File: src/host_pin_map.svh
// Constants for the host and memory pin interface
`ifndef HOST_PIN_MAP_SVH
`define HOST_PIN_MAP_SVH
`define REG_CONTROL 4'h0
`define REG_STATUS 4'h1
`define REG_TERM_ADDR 4'h2
`define REG_DMA_ADDR 4'h3
`define REG_DMA_DATA 4'h4
`define REG_DMA_COUNT 4'h5
`define CTL_ROLE_BIT 0
`define CTL_PDP_BIT 1
`define CTL_GO_BIT 2
`define CTL_WRITE_BIT 3
`define CTL_RESET 16'h0000
`define RESET_MIN_NS 500
`define CLK_PERIOD_NS 25
`define RESET_MIN_CYC ((`RESET_MIN_NS + `CLK_PERIOD_NS - 1) / `CLK_PERIOD_NS)
`endif

File: src/host_pin_pkg.sv
// Types for the host and memory pin interface
package host_pin_pkg;
    typedef enum logic [2:0] {DMA_IDLE, DMA_WAIT, DMA_SETUP, DMA_STROBE, DMA_GAP} dma_state_type;
endpackage

File: src/host_pin_if.sv
// Host register port, strapped address capture and DMA RAM strobes
`timescale 1ns/10ps
`include "host_pin_map.svh"
module host_pin_if #(
    parameter int WIDTH = 16
) (
    input wire logic clk_sys_i,
    input wire logic rst_i,
    input wire logic master_reset_n_i,
    input wire logic [WIDTH-1:0] data_i,
    output logic [WIDTH-1:0] data_o,
    output logic data_oe_o,
    input wire logic [3:0] addr_low_i,
    output logic [WIDTH-1:0] addr_o,
    output logic addr_low_oe_o,
    output logic addr_high_oe_o,
    input wire logic rd_n_i,
    input wire logic wr_n_i,
    input wire logic cs_n_i,
    input wire logic addr_drive_permit_i,
    input wire logic [5:0] term_addr_i,
    input wire logic role_select_pin_i,
    input wire logic lock_i,
    input wire logic external_abort_n_i,
    input wire logic ram_select_in_n_i,
    output logic ram_select_out_n_o,
    output logic ram_read_strobe_n_o,
    output logic ram_write_strobe_n_o,
    input wire logic dma_grant_n_i,
    output logic dma_request_o,
    output logic role_is_controller_o,
    output logic [4:0] term_addr_o,
    output logic term_addr_parity_ok_o
);

    ////////////////////////////////////////////////////////////////////////////
    // Pin synchronisers; first stage is read only by the second
    localparam int NSYNC = 15;
    logic [NSYNC-1:0] sync1_q;
    logic [NSYNC-1:0] sync2_q;
    logic [NSYNC-1:0] pins;
    assign pins = {master_reset_n_i, rd_n_i, wr_n_i, cs_n_i, addr_drive_permit_i,
                   role_select_pin_i, lock_i, external_abort_n_i, dma_grant_n_i,
                   term_addr_i[5:0]};
    always_ff @(posedge clk_sys_i or posedge rst_i)
    begin
        if (rst_i)
        begin
            sync1_q <= '1;
            sync2_q <= '1;
        end
        else
        begin
            sync1_q <= pins;
            sync2_q <= sync1_q;
        end
    end
    logic master_reset_n_n_s, rd_n_s, wr_n_s, cs_n_s, permit_s, role_pin_s, lock_s, abort_n_s, grant_n_s;
    logic [4:0] ta_s;
    logic ta_par_s;
    assign {master_reset_n_n_s, rd_n_s, wr_n_s, cs_n_s, permit_s, role_pin_s, lock_s, abort_n_s,
            grant_n_s, ta_par_s, ta_s} = sync2_q;
    // Data and address pass through the same two stages as the strobes, so the
    // host must hold them steady for the whole strobe
    logic [WIDTH-1:0] data_s1_q, data_s_q;
    logic [3:0] al_s1_q, al_s_q;
    always_ff @(posedge clk_sys_i or posedge rst_i)
    begin
        if (rst_i)
        begin
            data_s1_q <= '0;
            data_s_q <= '0;
            al_s1_q <= '0;
            al_s_q <= '0;
        end
        else
        begin
            data_s1_q <= data_i;
            data_s_q <= data_s1_q;
            al_s1_q <= addr_low_i;
            al_s_q <= al_s1_q;
        end
    end

    ////////////////////////////////////////////////////////////////////////////
    // Register state
    logic [WIDTH-1:0] ctrl_q, ctrl_d, dma_addr_q, dma_addr_d, dma_data_q, dma_data_d;
    logic [WIDTH-1:0] dma_cnt_q, dma_cnt_d, rdata_q, rdata_d;
    logic [4:0] ta_q, ta_d;
    logic role_q, role_d, wr_seen_q, wr_seen_d, rd_act_q, rd_act_d;
    host_pin_pkg::dma_state_type st_q, st_d;
    logic in_reset, host_wr, done;
    assign in_reset = !master_reset_n_n_s;
    assign host_wr = !wr_n_s && !cs_n_s && !wr_seen_q;

    always_comb
    begin
        ctrl_d = ctrl_q;
        dma_addr_d = dma_addr_q;
        dma_cnt_d = dma_cnt_q;
        ta_d = ta_q;
        role_d = role_q;
        rdata_d = rdata_q;
        wr_seen_d = !wr_n_s && !cs_n_s;
        rd_act_d = !rd_n_s && !cs_n_s;
        // Hardware clear first, so a host write of the go bit in the same cycle wins
        if (done)
        begin
            ctrl_d[`CTL_GO_BIT] = 1'b0;
        end
        if (host_wr)
        begin
            case (al_s_q)
                `REG_CONTROL: ctrl_d = data_s_q;
                `REG_DMA_ADDR: dma_addr_d = data_s_q;
                `REG_DMA_COUNT: dma_cnt_d = data_s_q;
                `REG_TERM_ADDR:
                begin
                    if (!lock_s)
                    begin
                        ta_d = data_s_q[4:0];
                    end
                end
                default: ;
            endcase
        end
        // Strap capture last, so a host write cannot mask it during master reset
        if (in_reset)
        begin
            ta_d = ta_s;
        end
        // While locked, mode is taken from the pin during master reset and held otherwise; unlocked, the control bit sets it
        if (!lock_s)
        begin
            role_d = ctrl_d[`CTL_ROLE_BIT];
        end
        else if (in_reset)
        begin
            role_d = role_pin_s;
        end
        if (!rd_n_s && !cs_n_s)
        begin
            case (al_s_q)
                `REG_CONTROL: rdata_d = ctrl_q;
                `REG_STATUS: rdata_d = {{(WIDTH-4){1'b0}}, lock_s, role_q,
                                        st_q != host_pin_pkg::DMA_IDLE, ^{ta_par_s, ta_s}};
                `REG_TERM_ADDR: rdata_d = {{(WIDTH-5){1'b0}}, ta_q};
                `REG_DMA_ADDR: rdata_d = dma_addr_q;
                `REG_DMA_DATA: rdata_d = dma_data_q;
                `REG_DMA_COUNT: rdata_d = dma_cnt_q;
                default: rdata_d = '0;
            endcase
        end
    end

    ////////////////////////////////////////////////////////////////////////////
    // DMA transfer engine: one strobe pulse per word after grant
    logic [WIDTH-1:0] ma_q, ma_d, left_q, left_d;
    always_comb
    begin
        st_d = st_q;
        ma_d = ma_q;
        left_d = left_q;
        dma_data_d = dma_data_q;
        done = 1'b0;
        if (host_wr && al_s_q == `REG_DMA_DATA)
        begin
            dma_data_d = data_s_q;
        end
        case (st_q)
            host_pin_pkg::DMA_IDLE:
            begin
                if (ctrl_q[`CTL_GO_BIT] && dma_cnt_q != '0)
                begin
                    st_d = host_pin_pkg::DMA_WAIT;
                    ma_d = dma_addr_q;
                    left_d = dma_cnt_q;
                end
            end
            host_pin_pkg::DMA_WAIT:
            begin
                if (!grant_n_s)
                begin
                    st_d = host_pin_pkg::DMA_SETUP;
                end
            end
            host_pin_pkg::DMA_SETUP: st_d = host_pin_pkg::DMA_STROBE;
            host_pin_pkg::DMA_STROBE:
            begin
                if (!ctrl_q[`CTL_WRITE_BIT])
                begin
                    dma_data_d = data_s_q;
                end
                st_d = host_pin_pkg::DMA_GAP;
            end
            host_pin_pkg::DMA_GAP:
            begin
                ma_d = ma_q + 16'h0001;
                left_d = left_q - 16'h0001;
                if (left_q == 16'h0001)
                begin
                    st_d = host_pin_pkg::DMA_IDLE;
                    done = 1'b1;
                end
                else
                begin
                    st_d = host_pin_pkg::DMA_SETUP;
                end
            end
            default: st_d = host_pin_pkg::DMA_IDLE;
        endcase
        if (!abort_n_s)
        begin
            st_d = host_pin_pkg::DMA_IDLE;
            done = 1'b1;
        end
    end

    always_ff @(posedge clk_sys_i or posedge rst_i)
    begin
        if (rst_i)
        begin
            ctrl_q <= `CTL_RESET;
            dma_addr_q <= '0;
            dma_data_q <= '0;
            dma_cnt_q <= '0;
            rdata_q <= '0;
            ta_q <= '0;
            role_q <= 1'b0;
            wr_seen_q <= 1'b0;
            rd_act_q <= 1'b0;
            st_q <= host_pin_pkg::DMA_IDLE;
            ma_q <= '0;
            left_q <= '0;
        end
        else if (in_reset)
        begin
            ctrl_q <= `CTL_RESET;
            dma_addr_q <= '0;
            dma_data_q <= '0;
            dma_cnt_q <= '0;
            rdata_q <= '0;
            ta_q <= ta_d;
            role_q <= role_d;
            wr_seen_q <= 1'b0;
            rd_act_q <= 1'b0;
            st_q <= host_pin_pkg::DMA_IDLE;
            ma_q <= '0;
            left_q <= '0;
        end
        else
        begin
            ctrl_q <= ctrl_d;
            dma_addr_q <= dma_addr_d;
            dma_data_q <= dma_data_d;
            dma_cnt_q <= dma_cnt_d;
            rdata_q <= rdata_d;
            ta_q <= ta_d;
            role_q <= role_d;
            wr_seen_q <= wr_seen_d;
            rd_act_q <= rd_act_d;
            st_q <= st_d;
            ma_q <= ma_d;
            left_q <= left_d;
        end
    end

    ////////////////////////////////////////////////////////////////////////////
    // Pins
    logic mem_busy, strobe, pdp;
    assign mem_busy = st_q inside {host_pin_pkg::DMA_SETUP, host_pin_pkg::DMA_STROBE,
                                   host_pin_pkg::DMA_GAP};
    assign strobe = st_q == host_pin_pkg::DMA_STROBE;
    assign pdp = ctrl_q[`CTL_PDP_BIT];
    // Request stands for the whole transfer so the host keeps its grant until the end
    assign dma_request_o = st_q != host_pin_pkg::DMA_IDLE;
    assign addr_o = ma_q;
    assign addr_high_oe_o = mem_busy && permit_s;
    assign addr_low_oe_o = mem_busy && permit_s;
    assign data_o = rd_act_q ? rdata_q : dma_data_q;
    assign data_oe_o = rd_act_q || (mem_busy && ctrl_q[`CTL_WRITE_BIT]);
    // Pass-through is raw so the host's RAM cycle sees no sync delay
    assign ram_select_out_n_o = !(mem_busy || (pdp && !ram_select_in_n_i));
    assign ram_read_strobe_n_o = !(strobe && !ctrl_q[`CTL_WRITE_BIT]);
    assign ram_write_strobe_n_o = !(strobe && ctrl_q[`CTL_WRITE_BIT]);
    assign role_is_controller_o = role_q;
    assign term_addr_o = ta_q;
    assign term_addr_parity_ok_o = ^{ta_par_s, ta_s};
endmodule

File: config.mk
export PLATFORM = sky130hd
export DESIGN_NAME = host_pin_if
export DESIGN_NICKNAME = d
export VERILOG_FILES = /design/src/host_pin_pkg.sv /design/src/host_pin_if.sv
export VERILOG_INCLUDE_DIRS = /design/src
export SDC_FILE = /design/constraint.sdc
export NUM_CORES = 1
export LEC_CHECK = 0
export ABC_CLOCK_PERIOD_IN_PS = 8100
export BUFFER_PORTS_ARGS = -buffer_cell sky130_fd_sc_hd__buf_2
export CORE_UTILIZATION = 59
export DETAILED_ROUTE_END_ITERATION = 10
export GPL_TIMING_DRIVEN = 0
export HOLD_SLACK_MARGIN = 0.06
export PLACE_DENSITY_LB_ADDON = 0.08
export SLEW_MARGIN = 20
export SYNTH_ARGS = -nofsm -noshare
export SYNTH_HDL_FRONTEND = slang
export SYNTH_SLANG_ARGS = --single-unit
File: constraint.sdc
create_clock -name clk_sys_i -period 8.1 [get_ports clk_sys_i]
set_input_delay 1.62 -clock clk_sys_i [delete_from_list [all_inputs] [get_ports clk_sys_i]]
set_output_delay 1.62 -clock clk_sys_i [all_outputs]
set_load 0.01 [all_outputs]
==> results.yml, run 1 <==
drt:
  num_vias: 6645
  first_pass_iters: 7
  antenna_left: 0
  vias_per_cell: 6.25
  wl_per_cell_microns: 21.1
  remaining_drc_errors: 0
  wirelength_mm: 22.5
  drtIter0Drc: 706
power:
  leakagePower_nw: 4.33
  p_comb_share_pct: 4.8
  ir_worst_vdd_mv: 0.161
  internal_power_mw: 1.44
  p_sw_mw: 0.468
  total_power_mw: 1.91
  p_per_area_mw_per_mm2: 202
  p_clk_share_pct: 42.3
  p_sw_share_pct: 24.5
  seqPwrFrac_pct: 52.9
sta:
  max_slew_margin_pct: 32.3
  setup_viol: 0
  post-route-min-period_ns: 4.44
  tightest_slew_ns: 1.01
  finalCritPeriodShare_pct: 54.8
  finalHoldViolCount: 0
  skew_ns: 0.0103
  rsz0062_at_grt: "false"
  fmax_ghz: 0.225
  hold_ws_ns: 0.348
  slew_viol_final: 0
logic_synthesis:
  synth-edff-count: 0
  yosysWarnings: 0
  async_flop_share_pct: 100
  synth_cell_types: 66
  synthesis.nets: 813
  ys.flop_type: "dfrtp_1"
  syn-cell-area_sq_mm: 0.00822
  synth.avg_cell_area_sq_um: 10.6
  ys_ff_latch: 193
  netlist_instances: 772
  synth.yosys.seq_area_share_pct: 59.2
placement:
  hpwl_mm: 16.2
  placedCellCount: 1032
  place_congestion: 0.872
  placed_cell_area_sq_mm: 0.00889
  io_buffers: 83
clock_network:
  cts_root_buf: "clkbuf_16"
  post_cts_buffers: 0
  cts_tree: "yes"
  clock-sinks: 193
  clk_pin_slew_worst_paths_ns: 0.07
  clock_path_buffers: 2
  postCtsHoldBufs: 0
  htree_levels: 4
  clock_latency_ns: 0.44
  cts_repair_resize_count: 0
  cts_made_buffers: 17
floorplan:
  start_util_pct: 61.3
  die_w_microns: 120
  dieArea_sq_mm: 0.0144
  pin_count: 84
  core_area_sq_mm: 0.0134
  fp.dieH_microns: 120
  fp-row-count: 42
critical_path:
  arrival_ns: 2.82
  critPathTopFamily: "buffers and inverters"
  cp_max_fo: 10
  cp.required_ns: 6.48
  crit_path_cell_trace: "nor2_1 > nand2_1 > clkbuf_1 > o21ai_0 > and2_1 > buf_4 > buf_2"
  cp-start-kind: "register"
  slowest_stage: "clkbuf_1"
  path_buf_inv: 3
  cp_num_cells: 7
  cp-end-kind: "primary output"
  r2r_cells: 5
  cpPeakStageDelay_ns: 0.50
  crit_type: "register to primary output"
grt:
  grt_max_degree: 105
  grt_pass1_wl_mm: 36.0
  grt_use_total_pct: 33.6
  grt-ovfl-total: 0
  grt_pass1_vias: 6729
  antenna_found_initial: 0
finish:
  area_growth_pct: 15.1
  nets: 916
  drive_gt1_share_pct: 22.4
  fillers: 993
  mostFrequentLayoutCells: "163 x dfrtp_1, 135 x nand2_1, 104 x buf_2, 89 x a21oi_1, 57 x nor2_1"
  layout_commonest_cell: "dfrtp_1"
  fin_cells: 1064
  fin_area_sq_mm: 0.00946
  multiInputGateArea_sq_mm: 0.00310
  seq_area_sq_mm: 0.00487
  insertedDiodeCount: 0
outcome:
  status: "finished clean"
hold_path:
  hp-class: "register to register"
  whs_path_depth: 0
job:
  drv_cap: 0
cells in the mapped netlist (4+ instances only):
library cell | instances | area share, %
a211oi_1 | 6 | 0.55
a21boi_0 | 12 | 1.1
a21oi_1 | 89 | 5.4
a221oi_1 | 6 | 0.64
a222oi_1 | 11 | 1.3
a2bb2oi_1 | 4 | 0.43
a31oi_1 | 4 | 0.30
and2_1 | 5 | 0.38
buf_2 | 21 | 1.3
clkbuf_1 | 23 | 1.1
dfrtp_1 | 163 | 50
dfstp_2 | 30 | 9.6
inv_1 | 13 | 0.59
mux2_2 | 16 | 2.2
mux2i_1 | 30 | 3.7
nand2_1 | 135 | 6.2
nand3_1 | 10 | 0.61
nand4_1 | 11 | 0.84
nor2_1 | 57 | 2.6
nor3_1 | 10 | 0.61
nor4_1 | 11 | 0.84
o21ai_0 | 33 | 2.0
xnor2_1 | 7 | 0.75
stage by stage:
stage / TNS, ns / util, % / setup WS [ns]
final: 0 / 70.6 / 3.66
after CTS: 0 / 70.6 / 3.70
after global placement: -76.81 / 66.1 / -0.485
after detailed placement: 0 / 66.3 / 4.17
after global routing: 0 / 70.6 / 3.53
after floorplan: 0 / - / 1.27
routing by layer:
metal  up-vias  wire length [microns]  GRT usage, %
met3        50                   1500          6.80
met5         -                      0             0
met1      3344                   9100          43.7
met2       305                  11200          54.8
li1       2946                      -             -
met4         0                    682          14.8
registers in the layout, summed over array words and instances, names as in the netlist, 3 cells and up:
name and flops:
addr_o 16, al_s1_q 4, al_s_q 4, ctrl_q 16, data_s1_q 16, data_s_q 16
dma_addr_q 16, dma_cnt_q 16, dma_data_q 16, left_q 16, rdata_q 16, st_q 3
sync1_q 15, sync2_q 15, term_addr_o 5
kinds of logic after synthesis:
group / count (synthesis) / share of synthesized area [%]
compound gates: 194 / 14.8
xor+xnor: 9 / 0.959
fa+ha+maj: 3 / 0.457
buf+inv: 59 / 3.08
flops: 193 / 59.2
mux: 46 / 5.85
simple gates: 268 / 15.7
final cells by class:
| type | instances | share of cell area (%) |
|---|---|---|
| clock inverter | 14 | 1.27 |
| clock buffer | 18 | 4.76 |
| buffer | 46 | 2.16 |
| inverter | 13 | 0.595 |
| tap | 176 | 2.33 |
| multi-input combinational | 520 | 32.8 |
| sequential | 193 | 51.4 |
| timing repair buffer | 84 | 4.68 |
power groups by stage:
stage / sequential, mW / combinational (mW) / clock [mW]
global placement: 1.03 / 0.0847 / 0
floorplan: 1.02 / 0.0517 / 0
CTS: 1.01 / 0.0910 / 0.814
global route: 1.01 / 0.0997 / 0.851
detailed placement: 1.03 / 0.0901 / 0
finish: 1.01 / 0.0908 / 0.807
worst paths after layout:
kind | endpoint | from | slack (ns)
setup / recovery | addr_low_oe_o | st_q[0] | 3.66
hold / removal | data_s_q[11] | data_s1_q[11] | 0.35
setup reg to reg | ctrl_q[7] | sync2_q[11] | 5.65
hold reg to reg | data_s_q[11] | data_s1_q[11] | 0.35
max in group asynchronous | addr_o[9] | rst_i | 5.91
min in group asynchronous | data_s_q[0] | rst_i | 1.31
Power figures use the tool's default switching activity.
==> run 2, diff against run 1 <==
--- a/config.mk
+++ b/config.mk
@@ -6,7 +6,7 @@
 export SDC_FILE = /design/constraint.sdc
 export NUM_CORES = 1
 export LEC_CHECK = 0
-export ABC_CLOCK_PERIOD_IN_PS = 8100
+export ABC_CLOCK_PERIOD_IN_PS = 4330
 export BUFFER_PORTS_ARGS = -buffer_cell sky130_fd_sc_hd__buf_2
 export CORE_UTILIZATION = 59
 export DETAILED_ROUTE_END_ITERATION = 10
==> constraint.sdc (replaced) <==
create_clock -name clk_sys_i -period 4.33 [get_ports clk_sys_i]
set_input_delay 0.866 -clock clk_sys_i [delete_from_list [all_inputs] [get_ports clk_sys_i]]
set_output_delay 0.866 -clock clk_sys_i [all_outputs]
set_load 0.01 [all_outputs]
==> results.yml, run 2 (synthesis results as in run 1) <==
outcome:
  status: "finished clean"
drt:
  antenna_left: 0
  vias_per_cell: 6.35
  num_vias: 6778
  wl_per_cell_microns: 20.9
  drtIter0Drc: 636
  first_pass_iters: 9
  remaining_drc_errors: 0
  wirelength_mm: 22.3
finish:
  mostFrequentLayoutCells: "163 x dfrtp_1, 135 x nand2_1, 104 x buf_2, 89 x a21oi_1, 57 x nor2_1"
  area_growth_pct: 16.3
  drive_gt1_share_pct: 22.8
  nets: 920
  fin_area_sq_mm: 0.00956
  insertedDiodeCount: 0
  layout_commonest_cell: "dfrtp_1"
  fillers: 1029
  fin_cells: 1068
grt:
  grt_use_total_pct: 32.8
  grt_max_degree: 36
  grt_pass1_wl_mm: 35.2
  grt_pass1_vias: 6496
  grt-ovfl-total: 0
  antenna_found_initial: 0
clock_network:
  cts_tree: "yes"
  cts_repair_resize_count: 0
  clk_pin_slew_worst_paths_ns: 0.07
  cts_made_buffers: 17
  clock_latency_ns: 0.44
  htree_levels: 4
  clock_path_buffers: 2
  clock-sinks: 193
  cts_root_buf: "clkbuf_16"
  postCtsHoldBufs: 0
  post_cts_buffers: 0
placement:
  hpwl_mm: 16.1
  io_buffers: 83
  placedCellCount: 1036
  place_congestion: 0.891
  placed_cell_area_sq_mm: 0.00896
critical_path:
  cp.required_ns: 3.46
  cp-start-kind: "register"
  slowest_stage: "clkbuf_1"
  crit_path_cell_trace: "nor2_1 > nand2_1 > clkbuf_1 > o21ai_0 > and2_1 > buf_4 > buf_2"
  arrival_ns: 2.80
  crit_type: "register to primary output"
  cp-end-kind: "primary output"
  cpPeakStageDelay_ns: 0.49
  cp_max_fo: 10
floorplan:
  die_w_microns: 120
  dieArea_sq_mm: 0.0144
  fp.dieH_microns: 120
  fp-row-count: 42
  start_util_pct: 61.3
  pin_count: 84
  core_area_sq_mm: 0.0134
sta:
  hold_ws_ns: 0.349
  slew_viol_final: 0
  rsz0062_at_grt: "false"
  max_slew_margin_pct: 34.8
  finalHoldViolCount: 0
  skew_ns: 0.00920
  finalSetupTns_ns: 0
  post-route-min-period_ns: 3.66
  tightest_slew_ns: 0.970
  finalCritPeriodShare_pct: 84.6
  fmax_ghz: 0.273
  setup_viol: 0
power:
  p_sw_mw: 0.911
  p_clk_share_pct: 43.6
  seqPwrFrac_pct: 51.6
  internal_power_mw: 2.75
  p_per_area_mw_per_mm2: 383
  total_power_mw: 3.66
  p_sw_share_pct: 24.9
  ir_worst_vdd_mv: 0.360
  p_comb_share_pct: 4.8
  leakagePower_nw: 4.37
job:
  drv_cap: 0
hold_path:
  hp-class: "register to register"
==> run 2: cell types whose count changed in the layout (fill, tap and decap cells not counted) <==
cell | before | now
inv_6 | 4 | 6
buf_16 | 1 | 0
clkinv_4 | 2 | 3
clkinvlp_4 | 0 | 1
inv_4 | 3 | 0
clkbuf_16 | 18 | 19
buf_12 | 0 | 5
clkinv_2 | 2 | 0
==> run 2: cell type report <==
class | count | area [sq um] | share of cell area (%)
repair buffers | 88 | 515 | 5.39
clock buffers | 19 | 475 | 4.97
flip-flops and latches | 193 | 4870 | 50.9
well taps | 176 | 220 | 2.30
inverters | 13 | 52.6 | 0.550
plain buffers | 46 | 204 | 2.13
clock inverters | 13 | 129 | 1.35
multi-input cells | 520 | 3100 | 32.4
==> run 2: worst max-delay path: cells and delay by family, from the launching register on <==
family / cells / cell delay, ns
AOI/OAI and AO/OA: 1 / 0.42
buffers and inverters: 3 / 0.74
DFF: 1 / 0.47
and+or+nand+nor: 3 / 0.74
==> run 2: path summary, 6_finish.rpt <==
kind	from	end	slack [ns]	cells after the start
worst min register to register	al_s1_q[2]	al_s_q[2]	0.35	0
min in group asynchronous	rst_i	al_s1_q[1]	0.54	2
worst max register to register	sync2_q[11]	ctrl_q[4]	1.92	5
worst min-delay path	al_s1_q[2]	al_s_q[2]	0.35	0
max in group asynchronous	rst_i	sync2_q[6]	2.87	4
worst max-delay path	st_q[0]	addr_low_oe_o	0.67	7
==> run 2: stage by stage <==
stage	util, %	setup WS (ns)
finish	71.4	0.666
global route	71.4	0.549
CTS	71.4	0.760
detailed placement	66.9	1.23
global placement	66.1	0.0385
floorplan	-	0.998
==> run 2: power by group through the flow <==
| stage | clock (mW) | combinational, mW | sequential, mW |
|---|---|---|---|
| 3_5_place_dp | 0 | 0.174 | 1.92 |
| 5_1_grt | 1.67 | 0.192 | 1.89 |
| 3_3_place_gp | 0 | 0.157 | 1.92 |
| 6_report | 1.59 | 0.175 | 1.89 |
| 4_1_cts | 1.59 | 0.175 | 1.89 |
| 2_1_floorplan | 0 | 0.0971 | 1.91 |
==> run 2: layer usage <==
layer / global-route usage (%) / vias to the layer above / routed length (microns)
li1: - / 2966 / -
met1: 43.1 / 3414 / 9030
met2: 52.9 / 333 / 10900
met3: 6.61 / 65 / 1580
met4: 14.6 / 0 / 790
met5: 0 / - / 0
